==> src/include/gpio_pkg.sv <==
// Purpose: shared constants and types for the six-pin general purpose port
// Assumes: 32-bit register words at byte offsets, one system clock
// Notes: the global interrupt status offset is a local choice
package gpio_pkg;

  localparam int unsigned PIN_COUNT = 6;
  localparam int unsigned ADDR_W = 12;
  localparam int unsigned DATA_W = 32;

  // register byte offsets
  localparam logic [ADDR_W-1:0] OFS_GLOBAL_STATUS = 12'h0058;
  localparam logic [ADDR_W-1:0] OFS_GLOBAL_ENABLE = 12'h005C;
  localparam logic [ADDR_W-1:0] OFS_PIN_CONFIG = 12'h01E0;
  localparam logic [ADDR_W-1:0] OFS_DATA_DIR = 12'h01E4;
  localparam logic [ADDR_W-1:0] OFS_GLOBAL_INTERRUPT_STATUS_EN = 12'h01E8;

  // field positions
  localparam int unsigned LOW_FIELD_LSB = 0;
  localparam int unsigned HIGH_FIELD_LSB = 16;
  localparam int unsigned PIN_EVENT_BIT = 12;

  // reset values
  localparam logic [PIN_COUNT-1:0] PIN_FIELD_RST = 6'h00;
  localparam logic [DATA_W-1:0] WORD_ZERO = 32'h0000_0000;

  // least active time of an interrupt level
  localparam int unsigned CLK_PERIOD_NS = 40;
  localparam int unsigned MIN_ACTIVE_NS = 40;
  localparam int unsigned MIN_ACTIVE_CYC =
    (MIN_ACTIVE_NS + CLK_PERIOD_NS - 1) / CLK_PERIOD_NS;

  typedef struct packed {
    logic [ADDR_W-1:0] addr;
    logic wr;
    logic rd;
    logic [DATA_W-1:0] wdata;
  } reg_req_t;

  typedef struct packed {
    logic ack;
    logic [DATA_W-1:0] rdata;
  } reg_rsp_t;

endpackage : gpio_pkg

==> src/design/pin_sync.sv <==
// Purpose: two-stage synchroniser for the pin inputs
// Assumes: pins are asynchronous to i_sys_clk
// Notes: the first stage feeds only the second stage
module pin_sync #(
  parameter int unsigned WIDTH = 6
) (
  // clock and reset
  input wire logic i_sys_clk,
  input wire logic i_nrst,
  // data
  input wire logic [WIDTH-1:0] i_async,
  output logic [WIDTH-1:0] o_sync
);

  logic [WIDTH-1:0] stage1;

  initial begin
    if (WIDTH < 1) begin
      $error("pin_sync: WIDTH must be at least 1");
    end
  end

  always_ff @(posedge i_sys_clk or negedge i_nrst) begin
    if (!i_nrst) begin
      // idle pins are pulled up; resetting low would fake an active
      // low-level interrupt right after reset
      stage1 <= '1;
      o_sync <= '1;
    end else begin
      stage1 <= i_async;
      o_sync <= stage1;
    end
  end

endmodule // pin_sync

==> src/design/gpio_port.sv <==
// Purpose: six-pin general purpose port with level interrupts
// Assumes: register port requests are synchronous to i_sys_clk
// Notes: read data and ack come one cycle after the request
//
// What this block does
// - direction bit set means output, reset input
// - output pins drive last written data bit
// - input pins read back sampled pin level
// - output pins read back the data latch
// - write one clears status, zero keeps
// - per-pin enables gate status as sources
// - status sets regardless of per-pin enable
// - enabled status ORed into global event bit
// - irq needs global pin enable too
// - level sensitive, held over 40 ns
// - polarity bit picks low or high trigger
// - buffer bit clear gives open drain
// - event bit twelve, read only
module gpio_port
  import gpio_pkg::*;
#(
  parameter int unsigned PINS = PIN_COUNT
) (
  // clock and reset
  input wire logic i_sys_clk,
  input wire logic i_nrst,
  // register port
  input wire reg_req_t i_req,
  output reg_rsp_t o_rsp,
  // pins
  input wire logic [PINS-1:0] i_pin,
  output logic [PINS-1:0] o_pin_out,
  output logic [PINS-1:0] o_pin_oe_n,
  // system interrupt
  output logic o_irq
);

  initial begin
    if (PINS != PIN_COUNT) begin
      $error("gpio_port: register fields hold exactly six pins");
    end
  end

  //////////////////////////////////////////////////////////////////////////
  // register state

  logic [PINS-1:0] pin_direction_bits;
  logic [PINS-1:0] pin_data_bits;
  logic [PINS-1:0] pin_irq_polarity_bits;
  logic [PINS-1:0] pin_buffer_type_bits;
  logic [PINS-1:0] pin_irq_status;
  logic [PINS-1:0] pin_irq_enable;
  logic global_pin_irq_enable;
  logic [PINS-1:0] pin_level;
  logic [PINS-1:0] pin_active;
  logic [PINS-1:0] readback;
  logic pin_event;
  logic [DATA_W-1:0] next_rdata;

  function automatic logic hit(input reg_req_t req,
                               input logic [ADDR_W-1:0] ofs);
    hit = req.wr && (req.addr == ofs);
  endfunction

  function automatic logic [DATA_W-1:0] pack_fields(
      input logic [PINS-1:0] high, input logic [PINS-1:0] low);
    pack_fields = WORD_ZERO;
    pack_fields[HIGH_FIELD_LSB +: PINS] = high;
    pack_fields[LOW_FIELD_LSB +: PINS] = low;
  endfunction

  //////////////////////////////////////////////////////////////////////////
  // pin sampling

  pin_sync #(
    .WIDTH(PINS)
  ) u_sync (
    .i_sys_clk(i_sys_clk),
    .i_nrst(i_nrst),
    .i_async(i_pin),
    .o_sync(pin_level)
  );

  // a level lasting one 40 ns clock is caught by the sampler; nothing
  // shorter is guaranteed to be seen
  assign pin_active = ~(pin_level ^ pin_irq_polarity_bits);

  //////////////////////////////////////////////////////////////////////////
  // configuration writes

  always_ff @(posedge i_sys_clk or negedge i_nrst) begin
    if (!i_nrst) begin
      pin_direction_bits <= PIN_FIELD_RST;
      pin_data_bits <= PIN_FIELD_RST;
    end else if (hit(i_req, OFS_DATA_DIR)) begin
      pin_direction_bits <= i_req.wdata[HIGH_FIELD_LSB +: PINS];
      pin_data_bits <= i_req.wdata[LOW_FIELD_LSB +: PINS];
    end
  end

  always_ff @(posedge i_sys_clk or negedge i_nrst) begin
    if (!i_nrst) begin
      pin_irq_polarity_bits <= PIN_FIELD_RST;
      pin_buffer_type_bits <= PIN_FIELD_RST;
    end else if (hit(i_req, OFS_PIN_CONFIG)) begin
      pin_irq_polarity_bits <= i_req.wdata[HIGH_FIELD_LSB +: PINS];
      pin_buffer_type_bits <= i_req.wdata[LOW_FIELD_LSB +: PINS];
    end
  end

  always_ff @(posedge i_sys_clk or negedge i_nrst) begin
    if (!i_nrst) begin
      pin_irq_enable <= PIN_FIELD_RST;
    end else if (hit(i_req, OFS_GLOBAL_INTERRUPT_STATUS_EN)) begin
      pin_irq_enable <= i_req.wdata[HIGH_FIELD_LSB +: PINS];
    end
  end

  always_ff @(posedge i_sys_clk or negedge i_nrst) begin
    if (!i_nrst) begin
      global_pin_irq_enable <= 1'b0;
    end else if (hit(i_req, OFS_GLOBAL_ENABLE)) begin
      global_pin_irq_enable <= i_req.wdata[PIN_EVENT_BIT];
    end
  end

  //////////////////////////////////////////////////////////////////////////
  // interrupt status

  // a still-active level sets the bit again in the clearing cycle, so a
  // level source cannot be acknowledged away while it persists
  always_ff @(posedge i_sys_clk or negedge i_nrst) begin
    if (!i_nrst) begin
      pin_irq_status <= PIN_FIELD_RST;
    end else if (hit(i_req, OFS_GLOBAL_INTERRUPT_STATUS_EN)) begin
      pin_irq_status <= (pin_irq_status
        & ~i_req.wdata[LOW_FIELD_LSB +: PINS]) | pin_active;
    end else begin
      pin_irq_status <= pin_irq_status | pin_active;
    end
  end

  assign pin_event = |(pin_irq_status & pin_irq_enable);
  assign o_irq = pin_event & global_pin_irq_enable;

  //////////////////////////////////////////////////////////////////////////
  // pin drivers

  always_ff @(posedge i_sys_clk or negedge i_nrst) begin
    if (!i_nrst) begin
      o_pin_out <= PIN_FIELD_RST;
      o_pin_oe_n <= ~PIN_FIELD_RST;
    end else begin
      for (int i = 0; i < PINS; i++) begin
        if (!pin_direction_bits[i]) begin
          o_pin_out[i] <= 1'b0;
          o_pin_oe_n[i] <= 1'b1;
        end else if (pin_buffer_type_bits[i]) begin
          o_pin_out[i] <= pin_data_bits[i];
          o_pin_oe_n[i] <= 1'b0;
        end else begin
          o_pin_out[i] <= 1'b0;
          o_pin_oe_n[i] <= pin_data_bits[i];
        end
      end
    end
  end

  //////////////////////////////////////////////////////////////////////////
  // register reads

  assign readback = (pin_direction_bits & pin_data_bits)
    | (~pin_direction_bits & pin_level);

  always_comb begin
    next_rdata = WORD_ZERO;
    unique case (i_req.addr)
      OFS_DATA_DIR: begin
        next_rdata = pack_fields(pin_direction_bits, readback);
      end
      OFS_PIN_CONFIG: begin
        next_rdata = pack_fields(pin_irq_polarity_bits, pin_buffer_type_bits);
      end
      OFS_GLOBAL_INTERRUPT_STATUS_EN: begin
        next_rdata = pack_fields(pin_irq_enable, pin_irq_status);
      end
      OFS_GLOBAL_STATUS: begin
        next_rdata[PIN_EVENT_BIT] = pin_event;
      end
      OFS_GLOBAL_ENABLE: begin
        next_rdata[PIN_EVENT_BIT] = global_pin_irq_enable;
      end
      default: begin
        next_rdata = WORD_ZERO;
      end
    endcase
  end

  always_ff @(posedge i_sys_clk or negedge i_nrst) begin
    if (!i_nrst) begin
      o_rsp.rdata <= WORD_ZERO;
    end else if (i_req.rd) begin
      o_rsp.rdata <= next_rdata;
    end
  end

  always_ff @(posedge i_sys_clk or negedge i_nrst) begin
    if (!i_nrst) begin
      o_rsp.ack <= 1'b0;
    end else begin
      o_rsp.ack <= i_req.rd | i_req.wr;
    end
  end

endmodule // gpio_port

==> config.mk <==
export PLATFORM = sky130hd
export DESIGN_NAME = gpio_port
export DESIGN_NICKNAME = d
export VERILOG_FILES = /design/src/include/gpio_pkg.sv /design/src/design/pin_sync.sv /design/src/design/gpio_port.sv
export SDC_FILE = /design/constraint.sdc
export NUM_CORES = 1
export LEC_CHECK = 0
export BUFFER_PORTS_ARGS = -buffer_cell sky130_fd_sc_hd__buf_2
export CORE_ASPECT_RATIO = 1.75
export CORE_MARGIN = 3
export CORE_UTILIZATION = 51
export CTS_CLUSTER_DIAMETER = 150
export CTS_CLUSTER_SIZE = 25
export DETAILED_ROUTE_END_ITERATION = 16
export GPL_TIMING_DRIVEN = 0
export PLACE_DENSITY = 0.79
export SLEW_MARGIN = 10
export SYNTH_ARGS = -nofsm -noshare
export SYNTH_HDL_FRONTEND = slang
export SYNTH_SLANG_ARGS = --single-unit
export TNS_END_PERCENT = 30
==> constraint.sdc <==
create_clock -name i_sys_clk -period 1.5 [get_ports i_sys_clk]
set_clock_uncertainty 0.15 [all_clocks]
set_input_delay 0.3 -clock i_sys_clk [delete_from_list [all_inputs] [get_ports i_sys_clk]]
set_output_delay 0.3 -clock i_sys_clk [all_outputs]
set_load 0.005 [all_outputs]
Yosys cells after proc, flatten, opt, wreduce, memory -nomap -nowiden
Index checks and enable logic that the tools add are counted.
- register bits: 94
- input bits: 54
- output and inout bits: 46
- word-level logic and storage cells: 64
- equal/unequal tests: 5
- mux-type cells: 28
- bitwise logic cells: 13
- reduce and logical (&&, ||, !) cells: 5
- operators by type and width (operator ; count):
    12-bit by 9-bit == test with 1-bit output, second input constant ; 3
    9-bit case mux with 3 select lines ; 1
    6-bit AND ; 4
    12-bit by 7-bit == test with 1-bit output, second input constant ; 2
    1-bit two-way mux ; 24
    6-bit NOT ; 3
    6-bit bitwise OR ; 3
    6-bit case mux with 3 select lines ; 1
    6-bit two-way mux ; 1
    6-bit OR reduction ; 1
    6-bit XOR ; 1
    1-bit logical AND ; 4
    1-bit case mux with 2 select lines ; 1
    1-bit AND ; 1
    1-bit bitwise OR ; 1

Logic depth before layout (Yosys ltp)
Gate-level depths: netlist (run 1).
- word-level depth: 4
- gate-level depth with buffers: 6
- gate-level depth less buffers: 4

By module
From an unflattened synthesis (run 1), not the netlist that was laid out.
- cell total of the unflattened synthesis: 248
- area, all modules: 3258.1 um^2
- modules (own cells, without submodules) (module ; times used ; cells an instance ; area an instance (um^2) ; sequential area each (um^2)):
    gpio_port ; 1 ; 236 ; 2942.8 ; 1584.0
    pin_sync ; 1 ; 12 ; 315.3 ; 315.3

Worst setup path before layout (run 1)
OpenSTA, ideal clock, no wires.
- path type: in2reg
- start: input i_req[43] (netlist name)
- end: register pin_buffer_type_bits[2]
- setup time: 0.125 ns
- data arrival time: 2.037 ns
- data required time: 1.225 ns
- setup slack: -0.812 ns
- stages: 6
- path buffers: 2
- cell sequence: or4b_1 > buf_2 > or3_1 > or3_4 > buf_6 > mux2_4
- cells in the longest elaborated chain, start to end: 2
- RTL lines (item ; RTL line ; RTL):
    start, declared ; gpio_port.sv:28 ; input wire reg_req_t i_req,
    12-bit by 9-bit == test with 1-bit output ; gpio_port.sv:62 ; hit = req.wr && (req.addr == ofs);
    1-bit logical AND ; gpio_port.sv:62 ;
    end signal, assigned ; gpio_port.sv:107 ; pin_buffer_type_bits <= i_req.wdata[LOW_FIELD_LSB +: PINS];
    end, declared ; gpio_port.sv:50 ; logic [PINS-1:0] pin_buffer_type_bits;
Every way passes these cells.
A chain may end at the register's enable or synchronous reset.

Worst setup path after layout (run 1)
- start: input i_req[44] (netlist name)
- end: register pin_irq_polarity_bits[3]
- cells in the longest elaborated chain, start to end: 2
- RTL lines (item ; RTL line ; RTL):
    12-bit by 9-bit == test with 1-bit output ; gpio_port.sv:62 ;
    1-bit logical AND ; gpio_port.sv:62 ;
    end signal, assigned ; gpio_port.sv:106 ; pin_irq_polarity_bits <= i_req.wdata[HIGH_FIELD_LSB +: PINS];
    end, declared ; gpio_port.sv:49 ; logic [PINS-1:0] pin_irq_polarity_bits;
Every way passes these cells.

==> results of run 1 <==
## routing by layer
layer | vias to the layer above | GRT usage [%] | share of wire [%]
met5 | - | 0 | 0
met4 | 0 | 16.4 | 4.3
met3 | 23 | 4.60 | 6.5
met2 | 108 | 35.4 | 50
met1 | 1185 | 24.3 | 39
li1 | 1086 | - | -
## per-stage QoR
step | util [%] | power [mW] | worst slack (ns) | cell area, um^2 | hold WS [ns]
after global routing | 69.7 | 4.03 | -0.626 | 4340 | 0.0234
after global placement | 60.3 | 2.34 | -1.25 | 3760 | 0.196
after detailed placement | 60.8 | 2.36 | -1.29 | 3790 | 0.0114
after CTS | 68.0 | 3.89 | -0.606 | 4240 | 0.000480
final | 69.7 | 3.86 | -0.652 | 4340 | 0.0210
after floorplan | - | 2.22 | -0.812 | 3350 | -0.146
## flip-flops by register name, summed over array words and instances, names as in the netlist
signal                 cells
o_pin_oe_n                 6
pin_data_bits              6
o_pin_out                  6
pin_buffer_type_bits       6
pin_irq_enable             6
u_sync.o_sync              6
u_sync.stage1              6
pin_irq_status             6
pin_irq_polarity_bits      6
o_rsp                     14
pin_direction_bits         6
global_pin_irq_enable      1
## worst paths after layout
| kind | end | slack, ns |
|---|---|---|
| worst max-delay path | pin_irq_polarity_bits[3] | -0.65 |
| worst min-delay path | global_pin_irq_enable | 0.02 |
| worst max register to register | o_rsp[3] | 0.14 |
| worst min register to register | u_sync.o_sync[4] | 0.21 |
| max in group asynchronous | o_pin_oe_n[3] | 0.40 |
| min in group asynchronous | pin_direction_bits[0] | 0.19 |
## repair_timing
| item | in CTS | in global routing |
|---|---|---|
| endpoints found under the setup margin | 51 | 51 |
| hold buffers | 7 | 0 |
| endpoints found under the hold margin | 69 | 0 |
| cloned | 1 | 2 |
| setup buffers | 5 | 4 |
| pin swaps | 5 | 3 |
| resized for setup | 34 | 13 |
## final cells by class
class / count / area (um^2) / share of cell area, %
Tap cell: 80 / 100 / 2.30
Buffer: 26 / 205 / 4.72
Multi-Input combinational cell: 162 / 1390 / 31.9
Inverter: 8 / 30.0 / 0.691
Clock inverter: 7 / 68.8 / 1.58
Clock buffer: 9 / 124 / 2.85
Timing Repair Buffer: 81 / 531 / 12.2
Sequential cell: 75 / 1900 / 43.7
## power breakdown
group	internal (mW)	switching (mW)	leakage [nW]	total, mW
Combinational	0.131	0.153	1.07	0.284
Clock	0.761	0.746	0.0950	1.51
Sequential	2.06	0.0130	0.951	2.07
Total	2.95	0.912	2.12	3.86
## cells in the mapped netlist, types with 2 or more instances
master	n
nor4_1	3
o2bb2ai_1	4
mux2_4	10
nand2_1	11
and3_1	6
a21o_1	6
o21ai_0	11
o22ai_1	4
xnor2_1	6
a32oi_1	2
and2_1	2
a22oi_1	3
clkbuf_1	3
nand3_1	4
a32o_1	3
buf_4	19
mux2i_1	13
dfstp_2	18
nand2b_1	2
inv_1	8
or2_2	2
nor2_1	5
a221o_1	3
mux2_2	24
dfrtp_1	57
a21oi_1	3
nand3b_1	2
nor2b_1	5
nor3_1	2
buf_2	3
## logic make-up after synthesis
family / share of synthesized area (%)
xor gates and xnor gates: 1.60
other: 0.114
DFF: 57.8
buffers and inverters: 6.51
AOI/OAI and AO/OA: 8.38
and+or+nand+nor: 8.84
muxes: 16.8
## worst max-delay path: cells and delay by family
kind                   cells  cell delay, ns
buffers and inverters      2            0.28
multiplexers               1            0.29
AND/OR/NAND/NOR            3            1.37
==> reports/results.txt, run 1 <==
Tmin final: 2.15 ns
syn avg cell area: 12.9 um^2
vias in the first global route: 2468
first-pass GRT wire length: 11900 um
Die H: 112 um
maximum VDD drop: 0.000676 V
unrepaired setup endpoints after global routing: true
largest cells by area after synthesis: dfrtp_1 (43%), dfstp_2 (14%), mux2_2 (8.2%)
filler instances: 451
antenna violations before repair: 0
Max Clk Rate: 0.465 GHz
Tightest Pin Transition: 0.727 ns
worst r2r src: pin_direction_bits[3]
Slowest-stage cell, CP: or4b_4
Worst setup startpoint: i_req[44]
Setup TNS: -20.73 ns
Max FO, Critical Path: 5
top cell type's share of synthesized area: 43.4%
mapped cell area: 3290 um^2
routability cong.: 0.900
CP Launch Type: input pin
worst stage delay on the critical path: 0.58 ns
post-route setup slack: -0.652 ns
clk buf depth: 2
Rows: 38
I/O pins: 100
total global routing overflow: 0
hold crit path type: input pin to flop
Clock Latency Late Sink: 0.35 ns
drt initial violations: 252
starting density of the core: 52.8%
post-synth top area cell: dfrtp_1
Post-synth ARST share: 100%
hold path depth: 2
register area share after synthesis: 57.8%
Clock Tree Root: clkbuf_8
GRT Overall Usage: 21.8%
Layout Cells excl Fill: 448
cts bufs inserted: 9
failing checks: negative setup slack
Final HPWL DP: 5040 um
Crit. End Element: flop
Synth Warn #: 0
Max Cap Viol: 0
Die ar.: 7480 um^2
routed via count: 2402
R2R cell count: 3
routed length per instance: 17.5 um
number of distinct library cells after synthesis: 40
crit-path cells: buf_6 -> or4b_4 -> or3_1 -> or3_4 -> clkbuf_16 -> mux2_4
most frequent cells in the layout: buf_2 (59), dfrtp_1 (57), buf_4 (29)
number of synthesized flops with an enable pin: 0
n_diodes: 0
hold_sp: i_req[12]
Final Hold Fails: 0
nets: 417
Slew HR: 51.1%
Synth Instances: 254
Antenna Nets Post-Route: 0
largest net degree at the start of global routing: 65
TritonRoute pass-1 iters: 4
Clock Sinks: 75
post-placement cell count: 414
Final setup viols: 51
Slew Limit Fails: 0
core area: 6230 um^2
CTS tree: yes
WS Path Type: input pin to flop
status: finished with violations
register bit total from synthesis: 75
die width: 66.7 um
Pwr Density: 889 nW/um^2
Area Growth Syn to Fin: 32.2%
layout cells sized above 1: 48.9%
Port-buffer cells: 61
H-tree depth: 3
DRC Markers: 0
Primary FF master, synth: dfrtp_1
critical path data required time: 1.59 ns
Final Cycle Share: 143%
Reg clk slew, reported paths: 0.08 ns
WP data arrival: 2.24 ns
overall routed net length: 7820 um
Vias per Instance: 5.36
commonest non-fill, non-tap cell in the layout: buf_2
Static Leak: 2.12 nW
Note: power is estimated with default switching activity, not from simulation.
==> run 2: changes to the inputs <==
REMOVE_ABC_BUFFERS = 1   (was unset)
==> run 2 against run 1 <==
  * The flow still finishes with violations (negative setup slack)
  * Routed wire length is 0.74% lower
  * Sequential share of layout area grew 1.5 points
  * Cell area is 3.3% lower
  * Cell count down 5.1%
  * Sequential power about the same
  * Via count fell by 3.4%
  * Sequential cell count unchanged
  * Die area is the same
  * Core utilization shrank 2.3 points
  * Fmax increased by 6.8%
  * Clock-buffer cell count up 5
  * Non-clock buffer count down 24
  * Largest power group unchanged
==> reports/results.txt, run 2 (synthesis gave the netlist of run 1 again) <==
Port-buffer cells: 61 (unchanged)
CP Buf/Inv Count: 1 (-1)
Slew Limit Fails: 0 (unchanged)
total global routing overflow: 0 (unchanged)
clk buf depth: 2 (unchanged)
Crit. End Element: flop
CP Launch Type: input pin
max reg flops: 14 (unchanged)
Reg clk slew, reported paths: 0.07 ns (about the same)
crit-path cells: buf_6 -> or4b_4 -> or3_4 -> or3_4 -> mux2_4
Slowest-stage cell, CP: or4b_4
post-route setup slack: -0.515 ns (+0.137 ns)
Hold Path End: o_rsp[32]
worst r2r src: global_pin_irq_enable
Final HPWL DP: 4950 um (-1.9%)
vias in the first global route: 2425 (-1.7%)
Power Total: 3.91 mW (+1.4%)
R2R Path End: o_rsp[12]
routability cong.: 0.791 (-12%)
most frequent cells in the layout: dfrtp_1 (57), buf_2 (57), mux2_4 (28)
Static Leak: 2.02 nW (-4.8%)
die width: 66.7 um (unchanged)
starting density of the core: 52.8% (unchanged)
CTS tree: yes
largest net degree at the start of global routing: 41 (-37%)
cell repeated most along the worst path: or3_4
Clock Tree Root: clkbuf_8
R2R Setup Slk: 0.09 ns (-0.05 ns)
hold crit path type: input pin to flop
core area: 6230 um^2 (unchanged)
routed via count: 2320 (-3.4%)
overall routed net length: 7760 um (-0.74%)
DRC Markers: 0 (unchanged)
Rows: 38 (unchanged)
Antenna Nets Post-Route: 0 (unchanged)
WP data arrival: 2.10 ns (-0.14 ns)
failing checks: negative setup slack
Vias per Instance: 5.46 (+1.8%)
drt initial violations: 179 (-29%)
R2R cell count: 4 (+1)
Clock Sinks: 75 (unchanged)
Area Growth Syn to Fin: 27.8%
Die H: 112 um (unchanged)
I/O pins: 100 (unchanged)
H-tree depth: 3 (unchanged)
Final setup viols: 50 (-2.0%)
cts bufs inserted: 9 (unchanged)
status: finished with violations
post-route cell area: 4200 um^2 (-3.3%)
layout cells sized above 1: 45.8% (-3.1 points)
filler instances: 439 (-2.7%)
nets: 394 (-5.5%)
GRT Overall Usage: 22.1% (+0.26 points)
Die ar.: 7480 um^2 (unchanged)
critical path data required time: 1.58 ns (about the same)
crit-path leading delay family: simple AND/OR/NAND/NOR gates
hold_sp: i_req[33]
Clock Latency Late Sink: 0.35 ns (about the same)
routed length per instance: 18.3 um (+4.6%)
Final Cycle Share: 134% (-9.1 points)
Top reg by flops: o_rsp
Slew HR: 65.6% (+14 points)
Pwr Density: 932 nW/um^2 (+4.9%)
hold path depth: 2 (unchanged)
Final Hold Fails: 0 (unchanged)
Tightest Pin Transition: 0.515 ns (-0.212 ns)
Tmin final: 2.02 ns (-0.137 ns)
DP Area: 3640 um^2 (-4.0%)
unrepaired setup endpoints after global routing: true
antenna violations before repair: 0 (unchanged)
WS Path Type: input pin to flop
worst stage delay on the critical path: 0.54 ns (-0.04 ns)
Max FO, Critical Path: 6 (+1)
first-pass GRT wire length: 12100 um (+1.5%)
n_diodes: 0 (unchanged)
Max Clk Rate: 0.496 GHz (+6.8%)
maximum VDD drop: 0.000794 V (+17%)
TritonRoute pass-1 iters: 4 (unchanged)
Max Cap Viol: 0 (unchanged)
run 2: changes by cell type in the layout (fill, tap and decap cells not counted), moves of 3 or more:
cell      previous run  this run
o21ai_0             11         8
clkbuf_8             9        12
buf_6                3         7
buf_4               29         9
o21ai_1              0         3
run 2: power breakdown:
group	switching, mW	internal (mW)	leakage [nW]
clock network	0.685	0.903	0.107
logic	0.154	0.100	0.960
registers	0.0128	2.06	0.951
total	0.852	3.06	2.02
run 2: worst max path at each step:
| stage | endpoint | slack (ns) | cells past startpoint | startpoint |
|---|---|---|---|---|
| after global routing | pin_buffer_type_bits[2] | -0.52 | 5 | i_req[44] |
| final | pin_irq_polarity_bits[0] | -0.52 | 5 | i_req[44] |
| after floorplan | pin_data_bits[0] | -1.41 | 3 | i_req[43] |
| after global placement | pin_data_bits[0] | -2.59 | 4 | i_req[43] |
| after CTS | pin_irq_polarity_bits[0] | -0.47 | 5 | i_req[45] |
| after detailed placement | pin_data_bits[2] | -1.25 | 6 | i_req[43] |
run 2: timing repair:
action / in CTS / in global routing
gates resized for setup: 27 / 19
pin swaps: 11 / 12
buffers inserted: 11 / 1
hold buffers: 7 / 0
hold endpoints to repair: 31 / 0
cloned: 1 / 0
setup endpoints to repair: 50 / 51
run 2: stage by stage:
stage | setup TNS, ns | utilization, % | hold WS [ns] | instances | setup WS [ns]
finish | -16.35 | 67.4 | 0.0508 | 425 | -0.515
global route | -17.64 | 67.4 | 0.0446 | 425 | -0.517
CTS | -18.51 | 66.5 | 0.0295 | 425 | -0.474
detailed placement | -48.77 | 58.4 | 0.133 | 390 | -1.25
global placement | -104.60 | 57.4 | 0.196 | 386 | -2.59
floorplan | -45.82 | - | -0.146 | 245 | -1.41
run 2: worst reg2reg max path: stages (launching register included):
cell,delay [ns]
dfrtp_1,0.37
nand2b_1,0.12
nand3_1,0.10
or4_4,0.46
o2bb2ai_2,0.13
run 2: layout make-up:
type,instances,area [um^2],share of cell area [%]
clock buffer,14,173,4.11
clock inverter,2,35.0,0.834
inverter,8,30.0,0.715
timing repair buffer,83,544,13.0
multi-input combinational,163,1420,33.8
sequential,75,1900,45.2
tap,80,100,2.38
run 2: metal layers:
| layer | GRT usage [%] | routed length (um) | up-vias |
|---|---|---|---|
| li1 | - | - | 1039 |
| met1 | 24.9 | 2870 | 1154 |
| met2 | 36.1 | 4090 | 106 |
| met3 | 4.90 | 505 | 21 |
| met4 | 14.9 | 306 | 0 |
| met5 | 0 | 0 | - |
